===== config.mk =====
export PLATFORM = sky130hd
export DESIGN_NAME = gpp_port
export DESIGN_NICKNAME = d
export VERILOG_FILES = /design/src/rtl/gpp_port.v
export VERILOG_INCLUDE_DIRS = /design/src /design/src/rtl
export SDC_FILE = /design/constraint.sdc
export NUM_CORES = 1
export LEC_CHECK = 0
export BUFFER_PORTS_ARGS = -buffer_cell sky130_fd_sc_hd__buf_4
export CAP_MARGIN = 10
export CELL_PAD_IN_SITES_DETAIL_PLACEMENT = 0
export CELL_PAD_IN_SITES_GLOBAL_PLACEMENT = 2
export CORE_ASPECT_RATIO = 1.4
export CORE_MARGIN = 2
export CORE_UTILIZATION = 28
export CTS_CLUSTER_DIAMETER = 120
export DETAILED_ROUTE_END_ITERATION = 12
export PLACE_DENSITY_LB_ADDON = 0.1
export SETUP_SLACK_MARGIN = 0.15
export SLEW_MARGIN = 20
export SYNTH_ARGS = -nofsm -noshare
export SYNTH_HDL_FRONTEND = slang
export SYNTH_SLANG_ARGS = --single-unit

===== constraint.sdc =====
create_clock -name sys_clk -period 2.1 [get_ports sys_clk]
set_input_delay 0.105 -clock sys_clk [delete_from_list [all_inputs] [get_ports sys_clk]]
set_output_delay 0.105 -clock sys_clk [all_outputs]
set_load 0.02 [all_outputs]

===== src/rtl/gpp_map.vh =====
// Register map, field codes and reset values of the parallel I/O ports
`ifndef GPP_MAP_VH
`define GPP_MAP_VH

// Register indexes; the APB byte address is four times the index
`define GPP_IDX_PORT_A_DATA 5'h00
`define GPP_IDX_PORT_A_DIRECTION 5'h01
`define GPP_IDX_PORT_A_OPTION 5'h02
`define GPP_IDX_PORT_C_DATA 5'h04
`define GPP_IDX_PORT_C_DIRECTION 5'h05
`define GPP_IDX_PORT_C_OPTION 5'h06
`define GPP_IDX_PORT_B_DATA 5'h08
`define GPP_IDX_PORT_B_DIRECTION 5'h09
`define GPP_IDX_PORT_B_OPTION 5'h0A
`define GPP_IDX_PORT_E_DATA 5'h0C
`define GPP_IDX_PORT_E_DIRECTION 5'h0D
`define GPP_IDX_PORT_E_OPTION 5'h0E
`define GPP_IDX_PORT_D_DATA 5'h10
`define GPP_IDX_PORT_D_DIRECTION 5'h11
`define GPP_IDX_PORT_D_OPTION 5'h12
`define GPP_IDX_PORT_F_DATA 5'h14
`define GPP_IDX_PORT_F_DIRECTION 5'h15
`define GPP_IDX_PORT_F_OPTION 5'h16

// Index fields: port block number and register within the block
`define GPP_IDX_PORT_MSB 4
`define GPP_IDX_PORT_LSB 2
`define GPP_IDX_REG_MSB 1
`define GPP_IDX_REG_LSB 0
`define GPP_NUM_PORTS 3'h6
`define GPP_REG_DATA 2'h0
`define GPP_REG_DIRECTION 2'h1
`define GPP_REG_OPTION 2'h2

// Reset values
`define GPP_RST_DATA 8'h00
`define GPP_RST_DIRECTION 8'h00
`define GPP_RST_OPTION 8'h00

// Interrupt sensitivity codes
`define GPP_SENS_FALL_LOW 2'h0
`define GPP_SENS_RISE 2'h1
`define GPP_SENS_FALL 2'h2
`define GPP_SENS_BOTH 2'h3

`endif


===== src/rtl/gpp_port.v =====
// Six 8-bit parallel I/O ports with APB registers and external interrupts
`timescale 1ns/100ps
// What this block does
// - Input pin with alternate output enabled reads back the alternate output.
// - Output pin with alternate input feeds the peripheral from the data latch.
// - Standard pin: direction/option 00 float, 01 pull-up, 10 drain, 11 push.
// - Pulled interrupt pin: direction 0 option 1 is pull-up interrupt input.
// - Unpulled interrupt pin: 01 is floating interrupt input, never pull-up.
// - True open-drain pin: direction alone, input or sink; no pull-up or push.
// - Low-power states change no port state; enabled interrupts wake.
// - Requests only from interrupt-mode pins; CPU takes them while unmasked.
// - Data writes always update the latch, even for input pins.
// - Data read gives latch for outputs and synced pin level for inputs.
// - Direction bits: 0 input, 1 output, each bit readable and writable.
// - In input mode option 0 is floating, option 1 is pull-up.
// - In output mode option 0 is open drain, option 1 is push-pull.
// - Ports without option register are configured by direction alone.
// - Reset clears data, direction and option registers of every port.
// - Each port has three consecutive registers, blocks four apart.
// - Bit n of each register belongs to pin n of its port.
// - Enabled pins sharing one vector are NANDed; a low pin masks others.
// - Bits of absent pins read as 1.
`include "gpp_map.vh"

module gpp_port #(
    parameter ADDR_W = 8,
    // Pin n of port p is bit 8*p+n; ports in address order A,C,B,E,D,F
    parameter [47:0] PRESENT = 48'hD7FFF3FFFFFF,
    parameter [47:0] IRQ_PULLED = 48'h030000E70007,
    parameter [47:0] IRQ_FLOAT = 48'h040000180008,
    parameter [47:0] TRUE_OD = 48'h0000000000C0,
    parameter [5:0] HAS_OPTION = 6'h3F,
    parameter [47:0] GROUP0 = 48'h00000000000F,
    parameter [47:0] GROUP1 = 48'h070000000000,
    parameter [47:0] GROUP2 = 48'h0000000F0000,
    parameter [47:0] GROUP3 = 48'h000000F00000
) (
    input wire sys_clk,
    input wire rst,
    input wire psel,
    input wire penable,
    input wire pwrite,
    input wire [ADDR_W-1:0] paddr,
    input wire [31:0] pwdata,
    input wire [3:0] pstrb,
    output reg [31:0] prdata,
    output wire pready,
    output wire pslverr,
    input wire [47:0] pin_in,
    output reg [47:0] pin_out,
    output reg [47:0] pin_oe,
    output reg [47:0] pin_pu_en,
    input wire [47:0] af_out_en,
    input wire [47:0] af_out,
    input wire [47:0] af_od,
    output reg [47:0] af_in,
    input wire [1:0] sens_grp01,
    input wire [1:0] sens_grp23,
    input wire int_mask,
    input wire [3:0] irq_ack,
    output reg [3:0] ext_req,
    output wire cpu_irq,
    output wire wake
);

    reg [47:0] data_latch;
    reg [47:0] direction_bits;
    reg [47:0] option_bits;
    reg [47:0] pin_meta;
    reg [47:0] pin_sync;
    reg [3:0] line_q;

    reg [47:0] opt_eff;
    reg [47:0] out_mode;
    reg [47:0] irq_en;
    reg [47:0] rd_bits;
    reg [47:0] next_pin_out;
    reg [47:0] next_pin_oe;
    reg [47:0] next_pin_pu_en;
    reg [47:0] next_af_in;
    reg [3:0] line_now;
    reg [3:0] evt;
    reg [7:0] rd_byte;
    reg push;
    integer i;

    wire [4:0] idx;
    wire [2:0] port_sel;
    wire [1:0] reg_sel;
    wire hi_zero;
    wire mapped;
    wire wr_en;
    wire [5:0] bit_base;

    // Event detector for one interrupt line
    function ev_hit;
        input [1:0] sens;
        input prev;
        input cur;
        begin
            case (sens)
                `GPP_SENS_FALL_LOW: ev_hit = ~cur;
                `GPP_SENS_RISE: ev_hit = ~prev & cur;
                `GPP_SENS_FALL: ev_hit = prev & ~cur;
                default: ev_hit = prev ^ cur;
            endcase
        end
    endfunction

    // AND of enabled pin levels; its NAND is the request line
    function grp_line;
        input [47:0] mask;
        input [47:0] en;
        input [47:0] lvl;
        begin
            grp_line = &(lvl | ~(mask & en));
        end
    endfunction

    // Eight bits of one port out of a 48-bit vector
    function [7:0] port_bits;
        input [47:0] v;
        input [2:0] p;
        begin
            case (p)
                3'h0: port_bits = v[7:0];
                3'h1: port_bits = v[15:8];
                3'h2: port_bits = v[23:16];
                3'h3: port_bits = v[31:24];
                3'h4: port_bits = v[39:32];
                default: port_bits = v[47:40];
            endcase
        end
    endfunction

    // Address decode: index = byte address / 4
    assign idx = paddr[6:2];
    assign port_sel = idx[`GPP_IDX_PORT_MSB:`GPP_IDX_PORT_LSB];
    assign reg_sel = idx[`GPP_IDX_REG_MSB:`GPP_IDX_REG_LSB];
    generate
        if (ADDR_W > 7) begin : g_hi
            assign hi_zero = ~|paddr[ADDR_W-1:7];
        end else begin : g_nohi
            assign hi_zero = 1'b1;
        end
    endgenerate
    assign mapped = hi_zero && (paddr[1:0] == 2'h0) &&
        (port_sel < `GPP_NUM_PORTS) && (reg_sel != 2'h3);
    assign bit_base = {port_sel, 3'h0};

    // Zero wait states: read data is captured in the setup cycle
    assign pready = 1'b1;
    assign pslverr = psel & penable & ~mapped;
    assign wr_en = psel & penable & pwrite & mapped & pstrb[0];

    // Synchroniser: first stage feeds only the second
    always @(posedge sys_clk) begin
        if (rst) begin
            pin_meta <= 48'h000000000000;
            pin_sync <= 48'h000000000000;
        end else begin
            pin_meta <= pin_in;
            pin_sync <= pin_meta;
        end
    end

    // Per-pin mode decode
    always @* begin
        opt_eff = 48'h000000000000;
        out_mode = 48'h000000000000;
        irq_en = 48'h000000000000;
        rd_bits = 48'h000000000000;
        next_pin_out = 48'h000000000000;
        next_pin_oe = 48'h000000000000;
        next_pin_pu_en = 48'h000000000000;
        next_af_in = 48'h000000000000;
        push = 1'b0;
        for (i = 0; i < 48; i = i + 1) begin
            // No option register or true open drain: direction alone
            opt_eff[i] = option_bits[i] & HAS_OPTION[i/8] &
                ~TRUE_OD[i];
            // Peripheral output takes priority over port programming
            out_mode[i] = direction_bits[i] | af_out_en[i];
            irq_en[i] = ~direction_bits[i] & opt_eff[i] &
                (IRQ_PULLED[i] | IRQ_FLOAT[i]);
            if (af_out_en[i]) begin
                push = ~af_od[i] & ~TRUE_OD[i];
                next_pin_out[i] = af_out[i];
            end else begin
                push = opt_eff[i];
                next_pin_out[i] = data_latch[i];
            end
            if (out_mode[i] && PRESENT[i]) begin
                next_pin_oe[i] = push | ~next_pin_out[i];
            end
            next_pin_pu_en[i] = ~out_mode[i] & opt_eff[i] &
                ~IRQ_FLOAT[i] & PRESENT[i];
            if (direction_bits[i]) begin
                rd_bits[i] = data_latch[i];
                next_af_in[i] = data_latch[i];
            end else begin
                rd_bits[i] = af_out_en[i] ? af_out[i] :
                    pin_sync[i];
                next_af_in[i] = pin_sync[i];
            end
        end
    end

    // Read mux; absent pins read as 1
    always @* begin
        case (reg_sel)
            `GPP_REG_DATA: rd_byte = port_bits(rd_bits, port_sel);
            `GPP_REG_DIRECTION: rd_byte = port_bits(direction_bits,
                port_sel);
            default: rd_byte = port_bits(opt_eff, port_sel);
        endcase
        rd_byte = rd_byte | ~port_bits(PRESENT, port_sel);
        if (!mapped) begin
            rd_byte = 8'h00;
        end
    end

    // Register file
    always @(posedge sys_clk) begin
        if (rst) begin
            data_latch <= {6{`GPP_RST_DATA}};
            direction_bits <= {6{`GPP_RST_DIRECTION}};
            option_bits <= {6{`GPP_RST_OPTION}};
            prdata <= 32'h00000000;
        end else begin
            if (psel && !penable && !pwrite) begin
                prdata <= {24'h000000, rd_byte};
            end
            if (wr_en) begin
                // Latch written whatever the direction
                case (reg_sel)
                    `GPP_REG_DATA: data_latch[bit_base +: 8] <=
                        pwdata[7:0];
                    `GPP_REG_DIRECTION: direction_bits[bit_base +: 8] <=
                        pwdata[7:0];
                    default: option_bits[bit_base +: 8] <=
                        pwdata[7:0];
                endcase
            end
        end
    end

    // Registered pin and peripheral drive; wait/halt leave it untouched
    always @(posedge sys_clk) begin
        if (rst) begin
            pin_out <= 48'h000000000000;
            pin_oe <= 48'h000000000000;
            pin_pu_en <= 48'h000000000000;
            af_in <= 48'h000000000000;
        end else begin
            pin_out <= next_pin_out;
            pin_oe <= next_pin_oe;
            pin_pu_en <= next_pin_pu_en & ~TRUE_OD;
            af_in <= next_af_in;
        end
    end

    // Interrupt lines: enabled pins combined, then edge/level detect
    always @* begin
        line_now[0] = grp_line(GROUP0, irq_en, pin_sync);
        line_now[1] = grp_line(GROUP1, irq_en, pin_sync);
        line_now[2] = grp_line(GROUP2, irq_en, pin_sync);
        line_now[3] = grp_line(GROUP3, irq_en, pin_sync);
        evt[0] = ev_hit(sens_grp01, line_q[0], line_now[0]);
        evt[1] = ev_hit(sens_grp01, line_q[1], line_now[1]);
        evt[2] = ev_hit(sens_grp23, line_q[2], line_now[2]);
        evt[3] = ev_hit(sens_grp23, line_q[3], line_now[3]);
    end

    // Request latch, cleared by vector fetch; a new event beats the clear
    always @(posedge sys_clk) begin
        if (rst) begin
            line_q <= 4'hF;
            ext_req <= 4'h0;
        end else begin
            line_q <= line_now;
            ext_req <= (ext_req & ~irq_ack) | evt;
        end
    end

    // Mask gates only the CPU take; wake sees every pending request
    assign cpu_irq = |ext_req & ~int_mask;
    assign wake = |ext_req;

endmodule


==> results.txt, run 1 <==
The tools report the top achievable clock speed as 514 MHz. Type of the worst min-delay path: in -> reg. The library cell used most frequently in the layout, excluding fill and tap cells, is buf_4.

For the max-slew violation total from the final report, the log shows 0. The tools report the part of the power in combinational logic as 11.7%. In this design, the largest share of critical-path delay is due to compound AO/OA/AOI/OAI gates. In the final design database the tool counted 2,925 nets. For the half-perimeter wire length after placement, the log shows 56,900 um. The run gives 60,900 um2 as the core box area. The path length in cells of the critical path was 6. The maximum clock insertion buffer count was 3; the relative slew slack was 40.2%. The overall track demand over capacity in global routing was 23.0%; the post-route cell area was 26,100 um2. The run finished with clean final reports. Once placement finished, the instance area stood at 22,000 um2. Critical setup path kind: reg -> reg.

Traced cell by cell, the critical path runs through a222oi_1, buf_4, o211ai_1, o21ai_0, a211oi_1, a22o_1. The first global-routing pass estimated 108,000 um of wire. Excluding fillers, the count of instances in the completed layout stands at 3,516. Among all flip-flop cells after synthesis, the most frequent one is dfxtp_1. On the critical path, the stage with the largest delay is an instance of a222oi_1. The first routing iteration left 980 violations.

After detailed routing, the number of vias per cell comes to 4.71. Setup repair after global routing left no endpoint under its margin. The initial utilization of the core area, before any placement, comes to 28.3%. Cell internal power was estimated by the tool at 14.6 mW.

The tools report the instance count of the mapped netlist as 1,915. The synthesized netlist contains 58 unique library cells. The congestion estimate from routability-driven global placement came to 0.874.

The data required time of the worst path is 2.58 ns. The run gives 0 as the final setup violation count. The worst register-to-register path has a depth of 6.

Hold is met by 0.0407 ns. Along the worst hold path, the cell count comes to 5. The floorplan has 107 rows. The switching share of power came out at 24.6%. The area growth from synthesis to layout is 51.1%. Clock tree synthesis found a total of 432 sinks. The worst path buffer plus inverter count was 1. The detail-routed net length per standard cell came out at 21.2 um. Sequential cell area fraction in the yosys report: 50.1%. In this run the register-to-register setup slack is 0.16 ns. The tools report the number of levels the H-tree was split into as 2.

The synthesized area was 17,300 um2; the final clock period utilization by the worst path was 92.6%. The initial antenna violation count is 5. Data on the critical path arrives at its endpoint at 2.42 ns. After synthesis the netlist holds a flip-flop and latch count of 432. The tools report the end point of the most critical hold path as prdata[2]. The tools report the start point of the worst hold path as paddr[0]. In this run the remaining antenna-violating nets after routing total 0.

The pin count of the biggest net entering global routing is 136. Clock tree synthesis selected as its root buffer the cell clkbuf_16. The share of async-settable or async-resettable flops after synthesis works out to 0%.

The number of buffers created by CTS came out at 48. The clock network is responsible for 44.6% of the overall power. The smallest clock period supported by the final layout is computed as 1.94 ns. The tools report the overall overflow remaining after global route as 0. The worst setup path is launched from a flop. In this run the static leakage power is 10.6 nW. Summing over every cut layer, the via total after detailed routing is 16,566. The floorplan step set the die height to 298 um. The logs give 0.0111 ns for the clock skew and 4.76 mW for the net switching power. The final number of hold-violating endpoints is 0. Wires add up to 74,500 um. STA classifies the critical path endpoint as a flop. The die extent in x is 214 um, and the proportion of power drawn by flip-flops and latches is 43.7%. The number of global-route vias before repair was 16,826; the count of buffers inserted at the top-level ports was 409.

The number of cells after detailed placement came out at 3,181. Of the cells placed in the final design, the portion with a size suffix greater than 1 is 25.0%. For the pin with the worst max-slew slack, the measured transition is 0.887 ns.

The maximum VDD drop was 0.000516 V; the mean instance size in the synthesized netlist was 9.02 um2. For this run, design rule violations remaining after detail routing come to 0. The clock slew seen by the registers of the worst setup and hold paths came out at 0.06 ns. TritonCTS built the clock tree. The capture point of the worst reg-to-reg path was prdata[7]. For this run, the slowest stage of the critical path takes 0.61 ns.

During synthesis, Yosys emitted a total of 0 warnings. The first-pass detailed-route iteration total is 6, and the area enclosed by the die boundary is 63,700 um2. In this run the count of I/O pins placed on the die edge is 482. The power per cell area was 741 nW/um2; the largest driver fanout on the critical path was 5.

In this run the critical register-to-register path is launched from direction_bits[7]. Across the run, the number of max-cap violations was 0. In this run the worst setup path begins at direction_bits[7]. The completed layout was analyzed and its total power is 19.3 mW.

The library cells used most frequently in the layout, excluding fill and tap cells, are 547 x buf_4, 429 x dfxtp_1, 294 x nand2_1. The tools report the clock latency on the worst-skew pair as 0.58 ns. In this run, synthesis inferred 0 flip-flops with an integrated enable.
## tightest hold or removal path: cells and delay by family
kind                   cells  cell delay [ns]
AND/OR/NAND/NOR            2             0.18
buffers and inverters      2             0.22
AO/OA/AOI/OAI              1             0.07
## state kept, by name, summed over array words and instances, names as in the netlist, 8 cells and up
| register | count |
|---|---|
| af_in | 48 |
| data_latch | 48 |
| direction_bits | 48 |
| grp_line.lvl | 48 |
| pin_meta | 48 |
| pin_out | 48 |
| option_bits | 46 |
| pin_oe | 44 |
| pin_pu_en | 38 |
| prdata | 8 |
## final cells by class
| class | count | area [um2] |
|---|---|---|
| clock buffer | 74 | 1450 |
| multi-input combinational | 1354 | 7980 |
| inverter | 21 | 78.8 |
| clock inverter | 13 | 148 |
| tap | 817 | 1020 |
| fill | 6172 | 34800 |
| antenna | 2 | 5.00 |
| sequential | 432 | 8650 |
| timing repair buffer | 803 | 6760 |
## synthesized netlist by cell type, types with 16 or more instances
library cell | n | area, um2
dfxtp_1 | 432 | 8650
nand2_1 | 294 | 1100
a21oi_1 | 234 | 1170
mux2i_1 | 113 | 1130
nor2b_1 | 108 | 676
nand2b_1 | 103 | 644
nor2_1 | 84 | 315
clkbuf_1 | 82 | 308
o21ai_0 | 61 | 305
a311oi_1 | 43 | 377
nand3_1 | 43 | 215
buf_4 | 41 | 308
a22oi_1 | 28 | 210
nor4b_1 | 27 | 236
inv_1 | 21 | 78.8
nor3_1 | 20 | 100
buf_2 | 17 | 85.1
o211ai_1 | 16 | 120
## layer usage
layer,share of wire [%],routed length [um],GRT usage (%)
met1,41,30300,27.3
met2,51,37800,41.4
met3,4.9,3660,3.69
met4,3.6,2660,8.42
met5,0.032,24,0
## per-stage QoR
stage                     util (%)  TNS [ns]  worst slack, ns
after detailed placement      36.1    -11.81           -0.198
after global routing          42.8         0            0.159
after CTS                     42.8         0            0.161
after floorplan                  -         0            0.126
after global placement        36.1     -8.64           -0.258
final                         42.8         0            0.156
## power groups by stage
stage                     registers (mW)  logic (mW)  clock network, mW
after floorplan                     8.76       0.750                  0
after global placement              8.64        1.90                  0
after detailed placement            8.64        1.89                  0
after CTS                           8.46        2.27               8.89
after global routing                8.47        2.42               9.22
final                               8.46        2.26               8.63
## what timing repair did
| action | CTS | global route |
|---|---|---|
| pin swaps | 0 | 0 |
| endpoints found under the setup margin | 2 | 5 |
| gates cloned | 0 | 0 |
| buffers inserted | 0 | 0 |
| hold buffers | 246 | 0 |
| gates resized for setup | 2 | 6 |
| hold endpoints to repair | 254 | 0 |
## logic make-up after synthesis
kind of cell | count (synthesis) | share of synthesized area [%]
flip-flops | 432 | 50.1
AND/OR/NAND/NOR | 741 | 21.6
multiplexers | 117 | 6.81
buffers and inverters | 166 | 4.67
AO/OA/AOI/OAI | 442 | 15.7
other | 2 | 0.0435
adder cells (fa/ha/maj) | 15 | 1.09
## worst max path at each step
stage	endpoint	slack (ns)
2_1_floorplan	prdata[4]	0.13
5_1_grt	prdata[7]	0.16
6_report	prdata[7]	0.16
4_1_cts	cpu_irq	0.16
3_3_place_gp	prdata[7]	-0.26
3_5_place_dp	prdata[7]	-0.20
Power figures use the tool's default switching activity.
==> inputs of run 2 (changes only) <==
REMOVE_ABC_BUFFERS = 1   (was default)
SETUP_SLACK_MARGIN = 0.5   (was 0.15)
SLEW_MARGIN = default   (was 20)
==> results.txt, run 2 (synthesis results as in run 1) <==
Data required time of the worst path: 2.00 ns (was 2.58 ns). The routed via count is 16,541 (was 16,566), and the floorplan row count is 107 (unchanged). The final clock period utilization by the worst path works out to 86.5% (was 92.6%). For the number of sinks on the clock net, the log shows 432 (unchanged). The max-slew violation total from the final report came out at 0 (unchanged).

The overall track demand over capacity in global routing is 22.7% (was 23.0%), and the final setup violation count is 0 (unchanged). The tools report the setup slack of the worst register-to-register path as 0.33 ns (was 0.16 ns). The clock slew seen by the registers of the worst setup and hold paths came out at 0.06 ns (about the same). Critical setup path kind: reg -> out (was reg -> reg). The number of buffers created by CTS was 48 (unchanged); the count of buffers inserted at the top-level ports was 409 (unchanged).

The share of final-layout standard cells stronger than drive strength 1 works out to 28.9% (was 25.0%). The growth of design area from synthesis to finish was 54.6% (was 51.1%); the global placer's final weighted congestion was 0.871 (was 0.874). The tools report the number of levels the H-tree was split into as 2 (unchanged). The run gives 63,700 um2 (unchanged) as the area enclosed by the die boundary. The share of the core filled with cells in the final layout is 43.8% (was 42.8%), and the first-pass detailed-route iteration total is 7 (was 6). The type of the worst min-delay path is in -> reg (unchanged). The half-perimeter wire length after placement is 54,200 um (was 56,900 um). The root buffer cell is clkbuf_16 (unchanged).

Cell-by-cell trace of the critical path: or4_4, nor2b_1, buf_4 (was a222oi_1, buf_4, o211ai_1, o21ai_0, a211oi_1, a22o_1). The number of antenna cells inserted was 0 (was 2); the arrival time at the worst endpoint was 1.71 ns (was 2.42 ns). The detail-routed net length per standard cell is 20.9 um (was 21.2 um).

The run gives 0 (unchanged) as the number of max-capacitance violations reported. For the post-detailed-route count of antenna-violating nets, the log shows 0 (unchanged). The pin count of the biggest net entering global routing is 149 (was 136). The startpoint type of the worst setup path was a flop (unchanged). Setup repair after global routing could not meet its margin everywhere. The final layout net count came out at 2,923 (was 2,925). The largest driver fanout on the critical path is 2 (was 5), and the maximum VDD drop is 0.000555 V (was 0.000516 V).

The slowest cell on the critical path is or4_4 (was a222oi_1). The core box area is 60,900 um2 (unchanged), and the wire length of the first global-routing pass is 108,000 um (about the same). The clock latency on the worst-skew pair is 0.59 ns (was 0.58 ns).

The number of design rule violations left after detail routing was 0 (unchanged). The initial antenna violation count came out at 1 (was 5). The most frequent standard cell in the layout excluding fill and tap cells was buf_4 (unchanged). The number of top-level pins was 482 (unchanged); the maximum clock insertion buffer count was 3 (unchanged). The vertical die dimension is 298 um (unchanged).

The stage delay of the slowest cell on the critical path is 0.53 ns (was 0.61 ns), and the number of global-route vias before repair is 16,895 (was 16,826). The logs give 19.4 mW (was 19.3 mW) for the total design power and 0 (unchanged) for the overall overflow remaining after global route. Clock skew: 0.0194 ns (was 0.0111 ns). The type of element capturing the critical path is an output port (was a flop). Commonest non-fill, non-tap cells in the layout: 534 x buf_4, 378 x dfxtp_1, 294 x nand2_1 (was 547 x buf_4, 429 x dfxtp_1, 294 x nand2_1). TritonCTS built the clock tree.

The slew at the pin closest to its max-slew limit was 0.820 ns (was 0.887 ns); the fill cell total of the finished layout was 6,157 (was 6,172). The number of cells after detailed placement was 3,165 (was 3,181); the via density per instance was 4.71 (about the same). The run gives 10.7 nW (was 10.6 nW) as the static leakage. The die extent in x is 214 um (unchanged). The worst reg-to-reg path cell count came out at 6 (unchanged). The power per cell area came out at 727 nW/um2 (was 741 nW/um2).

The run gives 551 MHz (was 514 MHz) as the top achievable clock speed. For the relative slew slack, the log shows 44.7% (was 40.2%). The run finished with clean final reports. The number of design-rule violations left by the first detailed-router iteration came out at 841 (was 980).

The number of stages on the worst hold path is 3 (was 5), and the final critical path time including I/O delays and setup is 1.82 ns (was 1.94 ns). The final routed wirelength across all metal layers was 73,400 um (was 74,500 um); the final-layout worst hold slack was 0.0357 ns (was 0.0407 ns). The run gives 3,512 (was 3,516) as the final instance count without filler cells. Initial core utilization: 28.3% (unchanged).

The final number of hold-violating endpoints came out at 0 (unchanged).
-- run 2: changes by cell type in the layout (fill, tap and decap cells not counted), moves of 9 or more --
cell      delta
buf_4       -13
nand2b_4     +9
nand2b_1     -9
o21ai_1     +10
dfxtp_2     +38
dfxtp_1     -51
dfxtp_4     +13
o21ai_0     -15
-- run 2: area by class of cell --
cell class	instances	area, um2	share of cell area, %
clock inverter	13	160	0.600
sequential	432	8750	32.8
clock buffer	74	1450	5.44
inverter	21	78.8	0.295
multi-input combinational	1354	8370	31.3
timing repair buffer	801	6870	25.7
tap	817	1020	3.83
-- run 2: per-stage QoR --
stage,cell area [um2],TNS [ns],worst slack (ns)
2_1_floorplan,16700,-12.67,-0.235
5_1_grt,26700,0,0.225
4_1_cts,26400,0,0.236
3_5_place_dp,21900,-2.97,-0.307
3_3_place_gp,21900,-2.50,-0.284
6_report,26700,0,0.284
-- run 2: what timing repair did --
action / in CTS / in global routing
resized for setup: 95 / 73
hold buffers: 242 / 0
gates cloned: 0 / 0
setup buffers: 13 / 6
endpoints found under the setup margin: 15 / 111
pin swaps: 40 / 43
endpoints found under the hold margin: 274 / 0
-- run 2: metal layers --
layer	track usage (%)	part of all wire (%)	up-vias	wire [um]
met5	0	0	-	0
met4	5.49	2.1	0	1550
met2	41.5	52	425	38000
li1	-	-	8080	-
met3	3.09	4.1	77	3020
met1	27.7	42	7959	30900
-- run 2: path summary, 6_finish.rpt --
kind	start	to
worst max-delay path	ext_req[2]	cpu_irq
worst min-delay path	rst	direction_bits[46]
worst min register to register	pin_meta[7]	grp_line.lvl[7]
worst max register to register	direction_bits[33]	prdata[1]
-- run 2: power breakdown --
| group | switching (mW) | total, mW | internal [mW] |
|---|---|---|---|
| registers | 0.0676 | 8.44 | 8.37 |
| clock network | 3.58 | 8.70 | 5.12 |
| logic | 1.16 | 2.25 | 1.09 |
-- run 2: worst max-delay path, delay by kind of cell (launching register included) --
family / cells / cell delay [ns]
and+or+nand+nor: 2 / 0.67
buffers and inverters: 1 / 0.15
DFF: 1 / 0.32
